--- src/mrsm_pkg.sv ---
// constants and types for the receive status and phy management block
//
// Contract
// - phy flags bad code group on receive error; sampled on receive clock in mii (in dce mode the code samples it on the reference clock).
// - receive error is ignored whenever carrier-sense/data-valid is low.
// - in rmii, receive error is sampled on the shared reference clock.
// - collision input acts only in half duplex, ignored in full duplex.
// - management clock divided from system clock, at most 1.67 MHz, times all exchanges.
// - management port reads and writes 32 registers in each of 32 phy addresses (in dce mode the code refuses all requests).
// - device can start phy auto-negotiation through management writes (in dce mode the code ignores the start request).
// - in dce mode receive clock is driven out: 25 MHz or 2.5 MHz.
package mrsm_pkg;

  // ==========================================================================
  // timing
  localparam int CLK_SYS_KHZ  = 250000;
  localparam int MDC_MAX_KHZ  = 1670;
  localparam int MDC_HALF_INT = (CLK_SYS_KHZ + 2 * MDC_MAX_KHZ - 1) / (2 * MDC_MAX_KHZ);
  localparam logic [7:0] MDC_HALF = 8'(MDC_HALF_INT);
  // reference edges per half period of the driven receive clock
  localparam logic [3:0] DCE_HALF_100 = 4'h1;
  localparam logic [3:0] DCE_HALF_10  = 4'hA;

  // ==========================================================================
  // management frame
  localparam logic [31:0] MDIO_PREAMBLE = 32'hFFFF_FFFF;
  localparam logic [1:0]  MDIO_START    = 2'h1;
  localparam logic [1:0]  MDIO_OP_WR    = 2'h1;
  localparam logic [1:0]  MDIO_OP_RD    = 2'h2;
  localparam logic [1:0]  MDIO_TA_WR    = 2'h2;
  localparam logic [1:0]  MDIO_TA_RD    = 2'h3;
  localparam logic [15:0] MDIO_RD_FILL  = 16'hFFFF;
  localparam logic [5:0]  MDIO_LAST_BIT = 6'h3F;
  localparam logic [5:0]  MDIO_TURN_BIT = 6'h2E;
  localparam logic [5:0]  MDIO_DATA_BIT = 6'h30;
  // auto-negotiation start: control register, enable and restart bits
  localparam logic [4:0]  AN_REG_ADDR   = 5'h00;
  localparam logic [15:0] AN_CTRL_DATA  = 16'h1200;

  // ==========================================================================
  // types
  typedef struct packed {
    logic        write;
    logic [4:0]  phy_addr;
    logic [4:0]  reg_addr;
    logic [15:0] wdata;
  } mrsm_cmd_t;

  typedef struct packed {
    logic rx_clk;
    logic ref_clk;
    logic crs_dv;
    logic rx_err;
    logic col_det;
  } mrsm_rx_pins_t;

  typedef enum logic {
    MRSM_IDLE,
    MRSM_SHIFT
  } mrsm_mdio_st_t;

  typedef struct packed {
    mrsm_mdio_st_t st;
    logic [7:0]    cnt;
    logic          mdc;
    logic [5:0]    bit_idx;
    logic [63:0]   shreg;
    logic          is_read;
    logic          oe;
    logic [15:0]   rdata;
    logic          done;
    logic          sync1;
    logic          sync2;
  } mrsm_mdio_state_t;

  typedef struct packed {
    mrsm_rx_pins_t sync1;
    mrsm_rx_pins_t sync2;
    logic          rx_clk_prev;
    logic          ref_clk_prev;
    logic          err_event;
    logic          frame_err;
    logic          collision;
    logic [3:0]    dce_cnt;
    logic          rx_clk_out;
    logic          an_pend;
    logic          rsp_valid;
    logic          rsp_write;
    logic          cur_write;
  } mrsm_top_state_t;

endpackage

--- src/mrsm_mdio.sv ---
// management frame engine: clock divider and serial shifter
`timescale 1ns/1ps
module mrsm_mdio (
  input  wire logic              clk_sys,
  input  wire logic              reset_n,
  input  wire logic              start,
  input  wire mrsm_pkg::mrsm_cmd_t cmd,
  output logic                   busy,
  output logic                   done,
  output logic [15:0]            rdata,
  output logic                   mdc,
  input  wire logic              mdio_i,
  output logic                   mdio_o,
  output logic                   mdio_oe
);

  mrsm_pkg::mrsm_mdio_state_t s;
  mrsm_pkg::mrsm_mdio_state_t next_s;

  // ==========================================================================
  // next state
  always_comb begin
    next_s       = s;
    next_s.done  = 1'b0;
    next_s.sync1 = mdio_i;
    next_s.sync2 = s.sync1;
    unique case (s.st)
      mrsm_pkg::MRSM_IDLE: begin
        next_s.mdc = 1'b0;
        next_s.oe  = 1'b0;
        next_s.cnt = 8'h00;
        if (start) begin
          next_s.shreg   = {mrsm_pkg::MDIO_PREAMBLE, mrsm_pkg::MDIO_START,
                            cmd.write ? mrsm_pkg::MDIO_OP_WR : mrsm_pkg::MDIO_OP_RD,
                            cmd.phy_addr, cmd.reg_addr,
                            cmd.write ? mrsm_pkg::MDIO_TA_WR : mrsm_pkg::MDIO_TA_RD,
                            cmd.write ? cmd.wdata : mrsm_pkg::MDIO_RD_FILL};
          next_s.is_read = ~cmd.write;
          next_s.bit_idx = 6'h00;
          next_s.oe      = 1'b1;
          next_s.st      = mrsm_pkg::MRSM_SHIFT;
        end
      end
      mrsm_pkg::MRSM_SHIFT: begin
        if (s.cnt == mrsm_pkg::MDC_HALF - 8'h01) begin
          next_s.cnt = 8'h00;
          next_s.mdc = ~s.mdc;
          if (!s.mdc) begin
            if (s.is_read && s.bit_idx >= mrsm_pkg::MDIO_DATA_BIT) begin
              next_s.rdata = {s.rdata[14:0], s.sync2};
            end
          end else if (s.bit_idx == mrsm_pkg::MDIO_LAST_BIT) begin
            next_s.st   = mrsm_pkg::MRSM_IDLE;
            next_s.oe   = 1'b0;
            next_s.done = 1'b1;
          end else begin
            next_s.bit_idx = s.bit_idx + 6'h01;
            next_s.shreg   = {s.shreg[62:0], 1'b1};
            next_s.oe      = ~(s.is_read && (s.bit_idx + 6'h01) >= mrsm_pkg::MDIO_TURN_BIT);
          end
        end else begin
          next_s.cnt = s.cnt + 8'h01;
        end
      end
    endcase
  end

  // ==========================================================================
  // state register
  always_ff @(posedge clk_sys or negedge reset_n) begin
    if (!reset_n) begin
      s    <= '0;
      s.st <= mrsm_pkg::MRSM_IDLE;
    end else begin
      s <= next_s;
    end
  end

  assign busy    = (s.st == mrsm_pkg::MRSM_SHIFT);
  assign done    = s.done;
  assign rdata   = s.rdata;
  assign mdc     = s.mdc;
  assign mdio_o  = s.shreg[63];
  assign mdio_oe = s.oe;

endmodule

--- src/mrsm_top.sv ---
// receive status qualification, dce receive clock and phy management port
`timescale 1ns/1ps
module mrsm_top (
  input  wire logic              clk_sys,
  input  wire logic              reset_n,
  input  wire logic              rmii_mode,
  input  wire logic              dce_mode,
  input  wire logic              full_duplex,
  input  wire logic              speed_100,
  input  wire logic              rx_clk_i,
  input  wire logic              ref_clk,
  input  wire logic              crs_dv,
  input  wire logic              rx_err,
  input  wire logic              col_det,
  output logic                   rx_clk_o,
  output logic                   rx_clk_oe,
  output logic                   rx_error_event,
  output logic                   rx_frame_error,
  output logic                   collision,
  input  wire logic              cmd_valid,
  input  wire mrsm_pkg::mrsm_cmd_t cmd,
  output logic                   cmd_ready,
  input  wire logic              an_start,
  input  wire logic [4:0]        an_phy_addr,
  output logic                   an_pending,
  output logic                   rsp_valid,
  output logic                   rsp_write,
  output logic [15:0]            rsp_rdata,
  output logic                   mgmt_busy,
  output logic                   mdc,
  input  wire logic              mdio_i,
  output logic                   mdio_o,
  output logic                   mdio_oe
);

  mrsm_pkg::mrsm_top_state_t s;
  mrsm_pkg::mrsm_top_state_t next_s;
  mrsm_pkg::mrsm_rx_pins_t   pins;
  mrsm_pkg::mrsm_cmd_t       eng_cmd;
  logic                      eng_start;
  logic                      eng_busy;
  logic                      eng_done;
  logic [15:0]               eng_rdata;
  logic                      rx_clk_rise;
  logic                      ref_clk_rise;
  logic                      rx_sample;
  logic                      err_hit;
  logic                      mgmt_enable;

  // ==========================================================================
  // helpers
  // rising edge seen on a synchronised pin
  function automatic logic mrsm_rise(input logic cur, input logic prev);
    return cur & ~prev;
  endfunction

  function automatic logic [3:0] mrsm_dce_half(input logic fast);
    return fast ? mrsm_pkg::DCE_HALF_100 : mrsm_pkg::DCE_HALF_10;
  endfunction

  function automatic mrsm_pkg::mrsm_cmd_t mrsm_an_cmd(input logic [4:0] phy);
    mrsm_pkg::mrsm_cmd_t c;
    c          = '0;
    c.write    = 1'b1;
    c.phy_addr = phy;
    c.reg_addr = mrsm_pkg::AN_REG_ADDR;
    c.wdata    = mrsm_pkg::AN_CTRL_DATA;
    return c;
  endfunction

  // ==========================================================================
  // pin gathering
  always_comb begin
    pins.rx_clk  = rx_clk_i;
    pins.ref_clk = ref_clk;
    pins.crs_dv  = crs_dv;
    pins.rx_err  = rx_err;
    pins.col_det = col_det;
  end

  // ==========================================================================
  // receive clock edges, taken from the second synchroniser stage only
  assign rx_clk_rise  = mrsm_rise(s.sync2.rx_clk, s.rx_clk_prev);
  assign ref_clk_rise = mrsm_rise(s.sync2.ref_clk, s.ref_clk_prev);

  assign rx_sample = (rmii_mode || dce_mode) ? ref_clk_rise : rx_clk_rise;

  assign err_hit = rx_sample & s.sync2.crs_dv & s.sync2.rx_err;

  assign mgmt_enable = ~dce_mode;

  // ==========================================================================
  // management request selection
  always_comb begin
    eng_start = 1'b0;
    eng_cmd   = cmd;
    if (mgmt_enable && !eng_busy) begin
      if (s.an_pend) begin
        eng_start = 1'b1;
        eng_cmd   = mrsm_an_cmd(an_phy_addr);
      end else if (cmd_valid) begin
        eng_start = 1'b1;
      end
    end
  end

  // ==========================================================================
  // request acceptance
  // refused in dce
  assign cmd_ready = mgmt_enable & ~eng_busy & ~s.an_pend;

  // ==========================================================================
  // next state
  always_comb begin
    next_s              = s;
    next_s.sync1        = pins;
    next_s.sync2        = s.sync1;
    next_s.rx_clk_prev  = s.sync2.rx_clk;
    next_s.ref_clk_prev = s.sync2.ref_clk;
    next_s.err_event    = err_hit;
    next_s.rsp_valid    = eng_done;
    next_s.rsp_write    = s.cur_write;

    // ==========================================================================
    // receive status
    // frame error holds until carrier/valid drops; a new error wins
    if (err_hit) begin
      next_s.frame_err = 1'b1;
    end else if (!s.sync2.crs_dv) begin
      next_s.frame_err = 1'b0;
    end

    // ==========================================================================
    // collision
    // collision half duplex only
    next_s.collision = s.sync2.col_det & ~full_duplex;

    // ==========================================================================
    // dce receive clock
    // dce receive clock
    if (!dce_mode) begin
      next_s.dce_cnt    = 4'h0;
      next_s.rx_clk_out = 1'b0;
    end else if (ref_clk_rise) begin
      if (s.dce_cnt + 4'h1 >= mrsm_dce_half(speed_100)) begin
        next_s.dce_cnt    = 4'h0;
        next_s.rx_clk_out = ~s.rx_clk_out;
      end else begin
        next_s.dce_cnt = s.dce_cnt + 4'h1;
      end
    end

    // ==========================================================================
    // auto-negotiation queue
    // auto-negotiation request waits for the engine; a new request wins
    if (an_start && mgmt_enable) begin
      next_s.an_pend = 1'b1;
    end else if (eng_start && s.an_pend) begin
      next_s.an_pend = 1'b0;
    end else if (!mgmt_enable) begin
      next_s.an_pend = 1'b0;
    end

    if (eng_start) begin
      next_s.cur_write = eng_cmd.write;
    end
  end

  // ==========================================================================
  // state register
  always_ff @(posedge clk_sys or negedge reset_n) begin
    if (!reset_n) begin
      s <= '0;
    end else begin
      s <= next_s;
    end
  end

  // ==========================================================================
  // management engine
  // clock and frame engine
  mrsm_mdio u_mdio (
    .clk_sys (clk_sys),
    .reset_n (reset_n),
    .start   (eng_start),
    .cmd     (eng_cmd),
    .busy    (eng_busy),
    .done    (eng_done),
    .rdata   (eng_rdata),
    .mdc     (mdc),
    .mdio_i  (mdio_i),
    .mdio_o  (mdio_o),
    .mdio_oe (mdio_oe)
  );

  // ==========================================================================
  // outputs
  // driven receive clock
  assign rx_clk_o       = s.rx_clk_out;
  assign rx_clk_oe      = dce_mode;

  assign rx_error_event = s.err_event;
  assign rx_frame_error = s.frame_err;

  assign collision      = s.collision;

  assign an_pending     = s.an_pend;
  assign rsp_valid      = s.rsp_valid;
  assign rsp_write      = s.rsp_write;
  assign rsp_rdata      = eng_rdata;
  assign mgmt_busy      = eng_busy;

endmodule

--- config.mk ---
export PLATFORM = sky130hd
export DESIGN_NAME = mrsm_top
export DESIGN_NICKNAME = d
export VERILOG_FILES = /design/src/mrsm_pkg.sv /design/src/mrsm_mdio.sv /design/src/mrsm_top.sv
export SDC_FILE = /design/constraint.sdc
export NUM_CORES = 1
export LEC_CHECK = 0
export BUFFER_PORTS_ARGS = -buffer_cell sky130_fd_sc_hd__buf_2
export CAP_MARGIN = 5
export CORE_UTILIZATION = 25
export CTS_BUF_LIST = sky130_fd_sc_hd__clkbuf_8
export DETAILED_ROUTE_END_ITERATION = 10
export RECOVER_POWER = 100
export SETUP_SLACK_MARGIN = 0.15
export SLEW_MARGIN = 20
export SYNTH_ARGS = -nofsm -noshare
export SYNTH_HDL_FRONTEND = slang
export SYNTH_HIERARCHICAL = 1
export SYNTH_SLANG_ARGS = --single-unit
export TNS_END_PERCENT = 50
--- constraint.sdc ---
create_clock -name clk_sys -period 2.5 [get_ports clk_sys]
set_clock_uncertainty 0.05 [all_clocks]
set_input_delay 0.375 -clock clk_sys [delete_from_list [all_inputs] [get_ports clk_sys]]
set_output_delay 0.375 -clock clk_sys [all_outputs]
set_load 0.02 [all_outputs]
# Word-level counts from Yosys, hierarchy flattened
# Cells that the tools add are included.
# word_totals
regBits	125
out_inout_bits	29
word_cells	115
# op_classes
bitwise	17
n_eq_ne	9
muxes	38
addsub	3
n_lt_le_gt_ge	3
n_reduce_logical	13
# op_table
op	count
one-hot mux 80 bit (2 select lines)	1
2-to-1 mux 70 bit	2
2-to-1 mux 72 bit	1
2-to-1 mux 71 bit	1
2-to-1 mux 27 bit	2
2-to-1 mux 16 bit	3
2-to-1 mux 1 bit	20
2-to-1 mux 18 bit	1
greater-or-equal comparator 6 bit (second input constant)	2
2-to-1 mux 5 bit	2
inverter 1 bit	10
adder 8 x 1 -> 8 bit (second input constant)	1
equality test 8 x 7 -> 1 bit (second input constant)	1
2-to-1 mux 4 bit	2
2-to-1 mux 8 bit	1
inequality test 2 bit (second input constant)	4
AND reduction 4 bit	2
AND 1 bit	7
adder 6 x 1 -> 6 bit (second input constant)	1
equality test 6 bit (second input constant)	1
inequality test 2 x 1 -> 1 bit (second input constant)	3
AND reduction 2 bit	3
logical AND 1 bit	5
adder 4 x 1 -> 4 bit (second input constant)	1
6 further kinds	6

# Logic depth before layout (Yosys ltp)
# depth
depth_word	8
ltp_mapped	9
ltp_nobuf	7

# Modules after synthesis
# The synthesis kept the hierarchy.
# by_module_without_submodules
mod	cells_per_inst	area_each_um2	seq_area_each_um2	instances
mrsm_mdio	452	4554.4	2527.4	1
mrsm_top	104	1143.6	600.6	1

# Worst setup path before layout
# OpenSTA, ideal clock, no wires.
# synth_timing
path_kind	register to register
startpoint	register u_mdio.s (netlist bit u_mdio/busy)
endpoint	register u_mdio/s[27] (netlist bit)
period_less_slack_ns	2.253
path_buffers	3
stages_incl_launch_ff	10
t_arrival_ns	2.121
setup_slack_ns	0.247
path_cell_list	dfrtp_1 nor2_1 and2_1 buf_2 buf_2 or2_1 inv_1 clkbuf_1 o211ai_1 a31oi_1
# synth_lines
item	line_no	text
start, declared	mrsm_mdio.sv:17	mrsm_pkg::mrsm_mdio_state_t s;
start signal, assigned	mrsm_mdio.sv:75	s <= next_s;

# Worst setup path after layout
# layout_timing
startpoint	register u_mdio.s (netlist bit u_mdio/busy)
endpoint	register u_mdio/s[47] (netlist bit)
# layout_between
elab_chain_len	5
# layout_lines
item	line_no	text
zero test 1 bit	mrsm_top.sv:97	if (mgmt_enable && !eng_busy) begin
logical AND 1 bit	mrsm_top.sv:97	
2-to-1 mux 1 bit / 2-to-1 mux 27 bit (equally long branches)	mrsm_top.sv:97	
inequality test 2 bit (no line) / 2-to-1 mux 72 bit (equally long branches)	--	
AND reduction 4 bit (no line) / one-hot mux 80 bit (2 select lines) (equally long branches)	--	
# Several ways; a longest one is shown, not always the timed one. The select of a mux whose other input is x is not followed.
# A chain may end at the register's enable or synchronous reset.

==> impl.org <==
** Yosys
- Multiplexer cells account for 4.33% of the synthesized area.
- Fraction of synthesized cell area taken by the top area cell type :: 54.9%
- Net count after synthesis :: 610
- Synth Area in Compound Gates :: 16.5%
- Share of flip-flops with an asynchronous set or reset :: 100%
- The synthesized design contains 0 enable-type register cells.
- Flip-flop cell with the highest count after synthesis :: dfrtp_1
- Counting distinct cell types in the post-synthesis netlist gives 56.
- Number of register bits inferred by synthesis :: 125
- Gate Count Post-Synth :: 556
- Sequential elements use 54.9% of the synthesized area.
- Adder and majority cell fraction of the synthesized area :: 1.76%
- The Yosys step of the flow raised 6 warnings.
- Top cells by count, synth :: dfrtp_1, nand2_1, nor2_1
- Summing the areas of all and, or, nand and nor instances in the mapped netlist gives 15.1% of the synthesized area.
- Dominant cell by count in the synthesized netlist :: dfrtp_1
- Cell Area, Synth :: 5700 um^2
- By area the synthesized netlist is led by dfrtp_1, nand2_1, nor2_1, o21ai_1, a21oi_1.
- By area, the combinational part of the netlist is dominated by compound AO/OA/AOI/OAI gates.
- Each instance of the synthesized netlist takes up on average 10.2 um^2.
- XOR/XNOR Fraction of Synth Area :: 1.69%
- Cell type contributing the most total cell area after synthesis :: dfrtp_1

** Pwr
- The clock network accounts for 42.2% of the total power.
- Sequential Power Share :: 52.8%
- Summed over all cells, the static leakage comes to 3.01 nW.
- Worst vdd rail ir drop :: 0.294 mV
- Net switching component of the power :: 1.02 mW
- Net switching is 25.7% of the power.
- Power spread over the standard cell area amounts to 602 nW/um^2.
- Cell internal power was estimated by the tool at 2.96 mW.
- Of the total power, combinational logic draws 5.0%.

** STA
- Setup repair after global routing missed its margin :: false
- Timing would allow up to 0.443 GHz.
- Final WS setup :: 244 ps
- Final critical-path required period :: 2260 ps
- For the pin with the worst max-slew slack, the measured transition is 1100 ps.
- Summed over all failing endpoints, the final setup total negative slack is 0 ps.
- Number of setup violations in the final report :: 0
- The worst pin sits at a relative slew slack of 26.6%.
- Hold violation total from the final report :: 0
- Dividing the final minimum period by the clock period gives 90.2%.
- Pins Over Slew Limit :: 0

** Drt
- TritonRoute pass-1 iters :: 4
- The detailed router placed 4143 vias in this run.
- Antenna viol nets, final :: 0
- Ratio of routed vias to standard cells :: 4.57
- Dividing the detail-routed wire length by the instance count gives 13.2 um.
- Number of design rule violations left after detail routing :: 0
- The first routing iteration left 261 violations.
- Final Routed Wirelength :: 11.9 mm

** Clock tree
- CTS tree :: yes
- CTS saw 125 sinks.
- Total number of H-tree levels :: 4
- Later-pin clock latency in the skew report :: 440 ps
- The number of hold buffers added after CTS was 8.
- Post-CTS setup-driven buffer insertion count :: 0
- The number of clock buffers added by TritonCTS is 17.
- No sink is reached through more buffers than the 2 on the longest clock path.
- Once the clock tree was built, the resizer swapped 0 gates to a different size.
- The tree is rooted in a clkbuf_8.
- After clock tree synthesis, the clock-pin slew on the worst setup and hold paths is 80 ps.

** Run status
- The flow ran to the end, and the final reports show no timing, DRC or antenna violations.

** Critical path
- Crit path max-delay cell type :: buf_4
- Critical Setup Path Class :: reg2reg
- On the worst path, the slowest cell contributes a delay of 650 ps.
- Maximum fanout count along the critical path :: 66
- The worst setup path is captured at a flop.
- CP Cell Sequence :: buf_4 > nor2b_2 > clkbuf_4 > a221oi_1 > nor2_1
- STA classifies the critical path startpoint as a flop.
- CP Data Arrival Time :: 2530 ps
- Data on the critical path is required at its endpoint by 2770 ps.

** Die
- IO Count :: 75
- The floorplan step defined a die boundary enclosing 23400 um^2.
- Die width :: 153 um
- Initial core utilization :: 25.8%
- The floorplan has 54 rows.
- Die Height :: 153 um
- The core region is 22100 um^2.

** Placed design
- Post-detail-place hpwl :: 7.79 mm
- Prior to clock tree synthesis, the placed netlist has a worst setup slack of 426 ps.
- Number of buffers added on ports :: 74
- The congestion estimate from routability-driven global placement came to 0.780.

** Layout
- At the end of the flow the core is filled with cells to 29.9%.
- Proportion of layout cells with a drive suffix above 1 :: 15.9%
- The number of antenna diodes in the final layout is 0.
- Area growth, synth to finish :: 16.0%
- Nets :: 668

** Global route
- Pin count of the biggest net entering global routing :: 86
- Global-route congestion overflow total :: 0
- Via count of the first global-routing pass :: 4004
- Antenna violations before repair :: 0
- The first global-routing pass estimated 20.4 mm of wire.
- Total Routing Usage GR :: 11.0%

** Worst hold path
- Class of the tightest hold or removal check :: in2reg

** Job
- Max-cap violations in this run came to 0.
-- cell families after synthesis --
kind of cell               after synthesis
buffers and inverters                   61
and+or+nand+nor                        181
AOI/OAI and AO/OA                      148
xor gates and xnor gates                11
DFF                                    125
adders and majority gates                8
muxes                                   22
-- sequential cells by signal (all words and copies together), names as in the netlist, 8 cells and up --
register and cells:
next_s 8, s 9, u_mdio/rdata 16, u_mdio/s 79
-- cell type report --
| class | count | area, um^2 |
|---|---|---|
| clock buffers | 17 | 234 |
| clock inverters | 15 | 139 |
| fillers | 2318 | 15500 |
| inverters | 7 | 26.3 |
| multi-input cells | 370 | 2210 |
| flip-flops and latches | 125 | 3130 |
| well taps | 280 | 350 |
| repair buffers | 93 | 517 |
-- per-layer routing --
metal | wire length, um | up-vias | global-route usage [%]
li1 | - | 2035 | -
met1 | 5980 | 2006 | 15.3
met2 | 5240 | 88 | 15.9
met3 | 582 | 14 | 3.35
met4 | 140 | 0 | 3.80
met5 | 0 | - | 0
-- path summary, 6_finish.rpt --
| kind | startpoint | to | slack (ps) | cells after the start |
|---|---|---|---|---|
| min reg2reg | next_s[17]$_DFF_PN0_ | next_s[12]$_DFF_PN0_ | 290 | 0 |
| max | u_mdio/busy$_DFF_PN0_ | u_mdio/s[47]$_DFFE_PN0P_ | 240 | 5 |
| min in group asynchronous | reset_n | u_mdio/s[69]$_DFFE_PN0P_ | 610 | 2 |
| max reg2reg | u_mdio/busy$_DFF_PN0_ | u_mdio/s[47]$_DFFE_PN0P_ | 240 | 5 |
| min | an_start | an_pending$_DFFE_PN0P_ | 120 | 3 |
| max in group asynchronous | reset_n | next_s[16]$_DFF_PN0_ | 500 | 3 |
-- placed cells by master, fill, tap and decap left out, types with 4 or more instances in the layout --
master           n
dfrtp_1        125
nand2_1         62
nor2_1          56
buf_2           42
o21ai_0         41
a21oi_1         38
clkbuf_1        31
nor2b_1         20
clkbuf_8        17
a31oi_1         17
mux2_1          15
o211ai_1        15
nand3_1         14
a221oi_1        10
xor2_1           8
ha_1             8
dlygate4sd3_1    8
inv_1            6
mux2_2           6
nor3_1           5
buf_4            5
inv_6            4
clkinvlp_4       4
o21ai_1          4
-- stage by stage --
stage               total power [mW]  hold slack [ps]  cell area (um^2)  instances
floorplan                       2.23             29.4              5700        556
global placement                2.35              284              6280        867
detailed placement              2.35              285              6280        867
CTS                             4.08             80.8              6730        907
global route                    4.18              119              6610        907
finish                          3.98              117              6610        907
-- power by group through the flow --
stage / logic, mW / clock network [mW] / registers, mW
final: 0.198 / 1.68 / 2.10
after global routing: 0.234 / 1.84 / 2.11
after CTS: 0.220 / 1.75 / 2.10
after detailed placement: 0.210 / 0 / 2.14
after global placement: 0.207 / 0 / 2.14
after floorplan: 0.0923 / 0 / 2.14
-- critical path, delay by kind of cell, from the launching register on --
kind                   cells  cell delay, ps
buffers and inverters      2            1040
DFF                        1             510
AOI/OAI and AO/OA          1             360
and+or+nand+nor            2             130
Power figures use the tool's default switching activity.
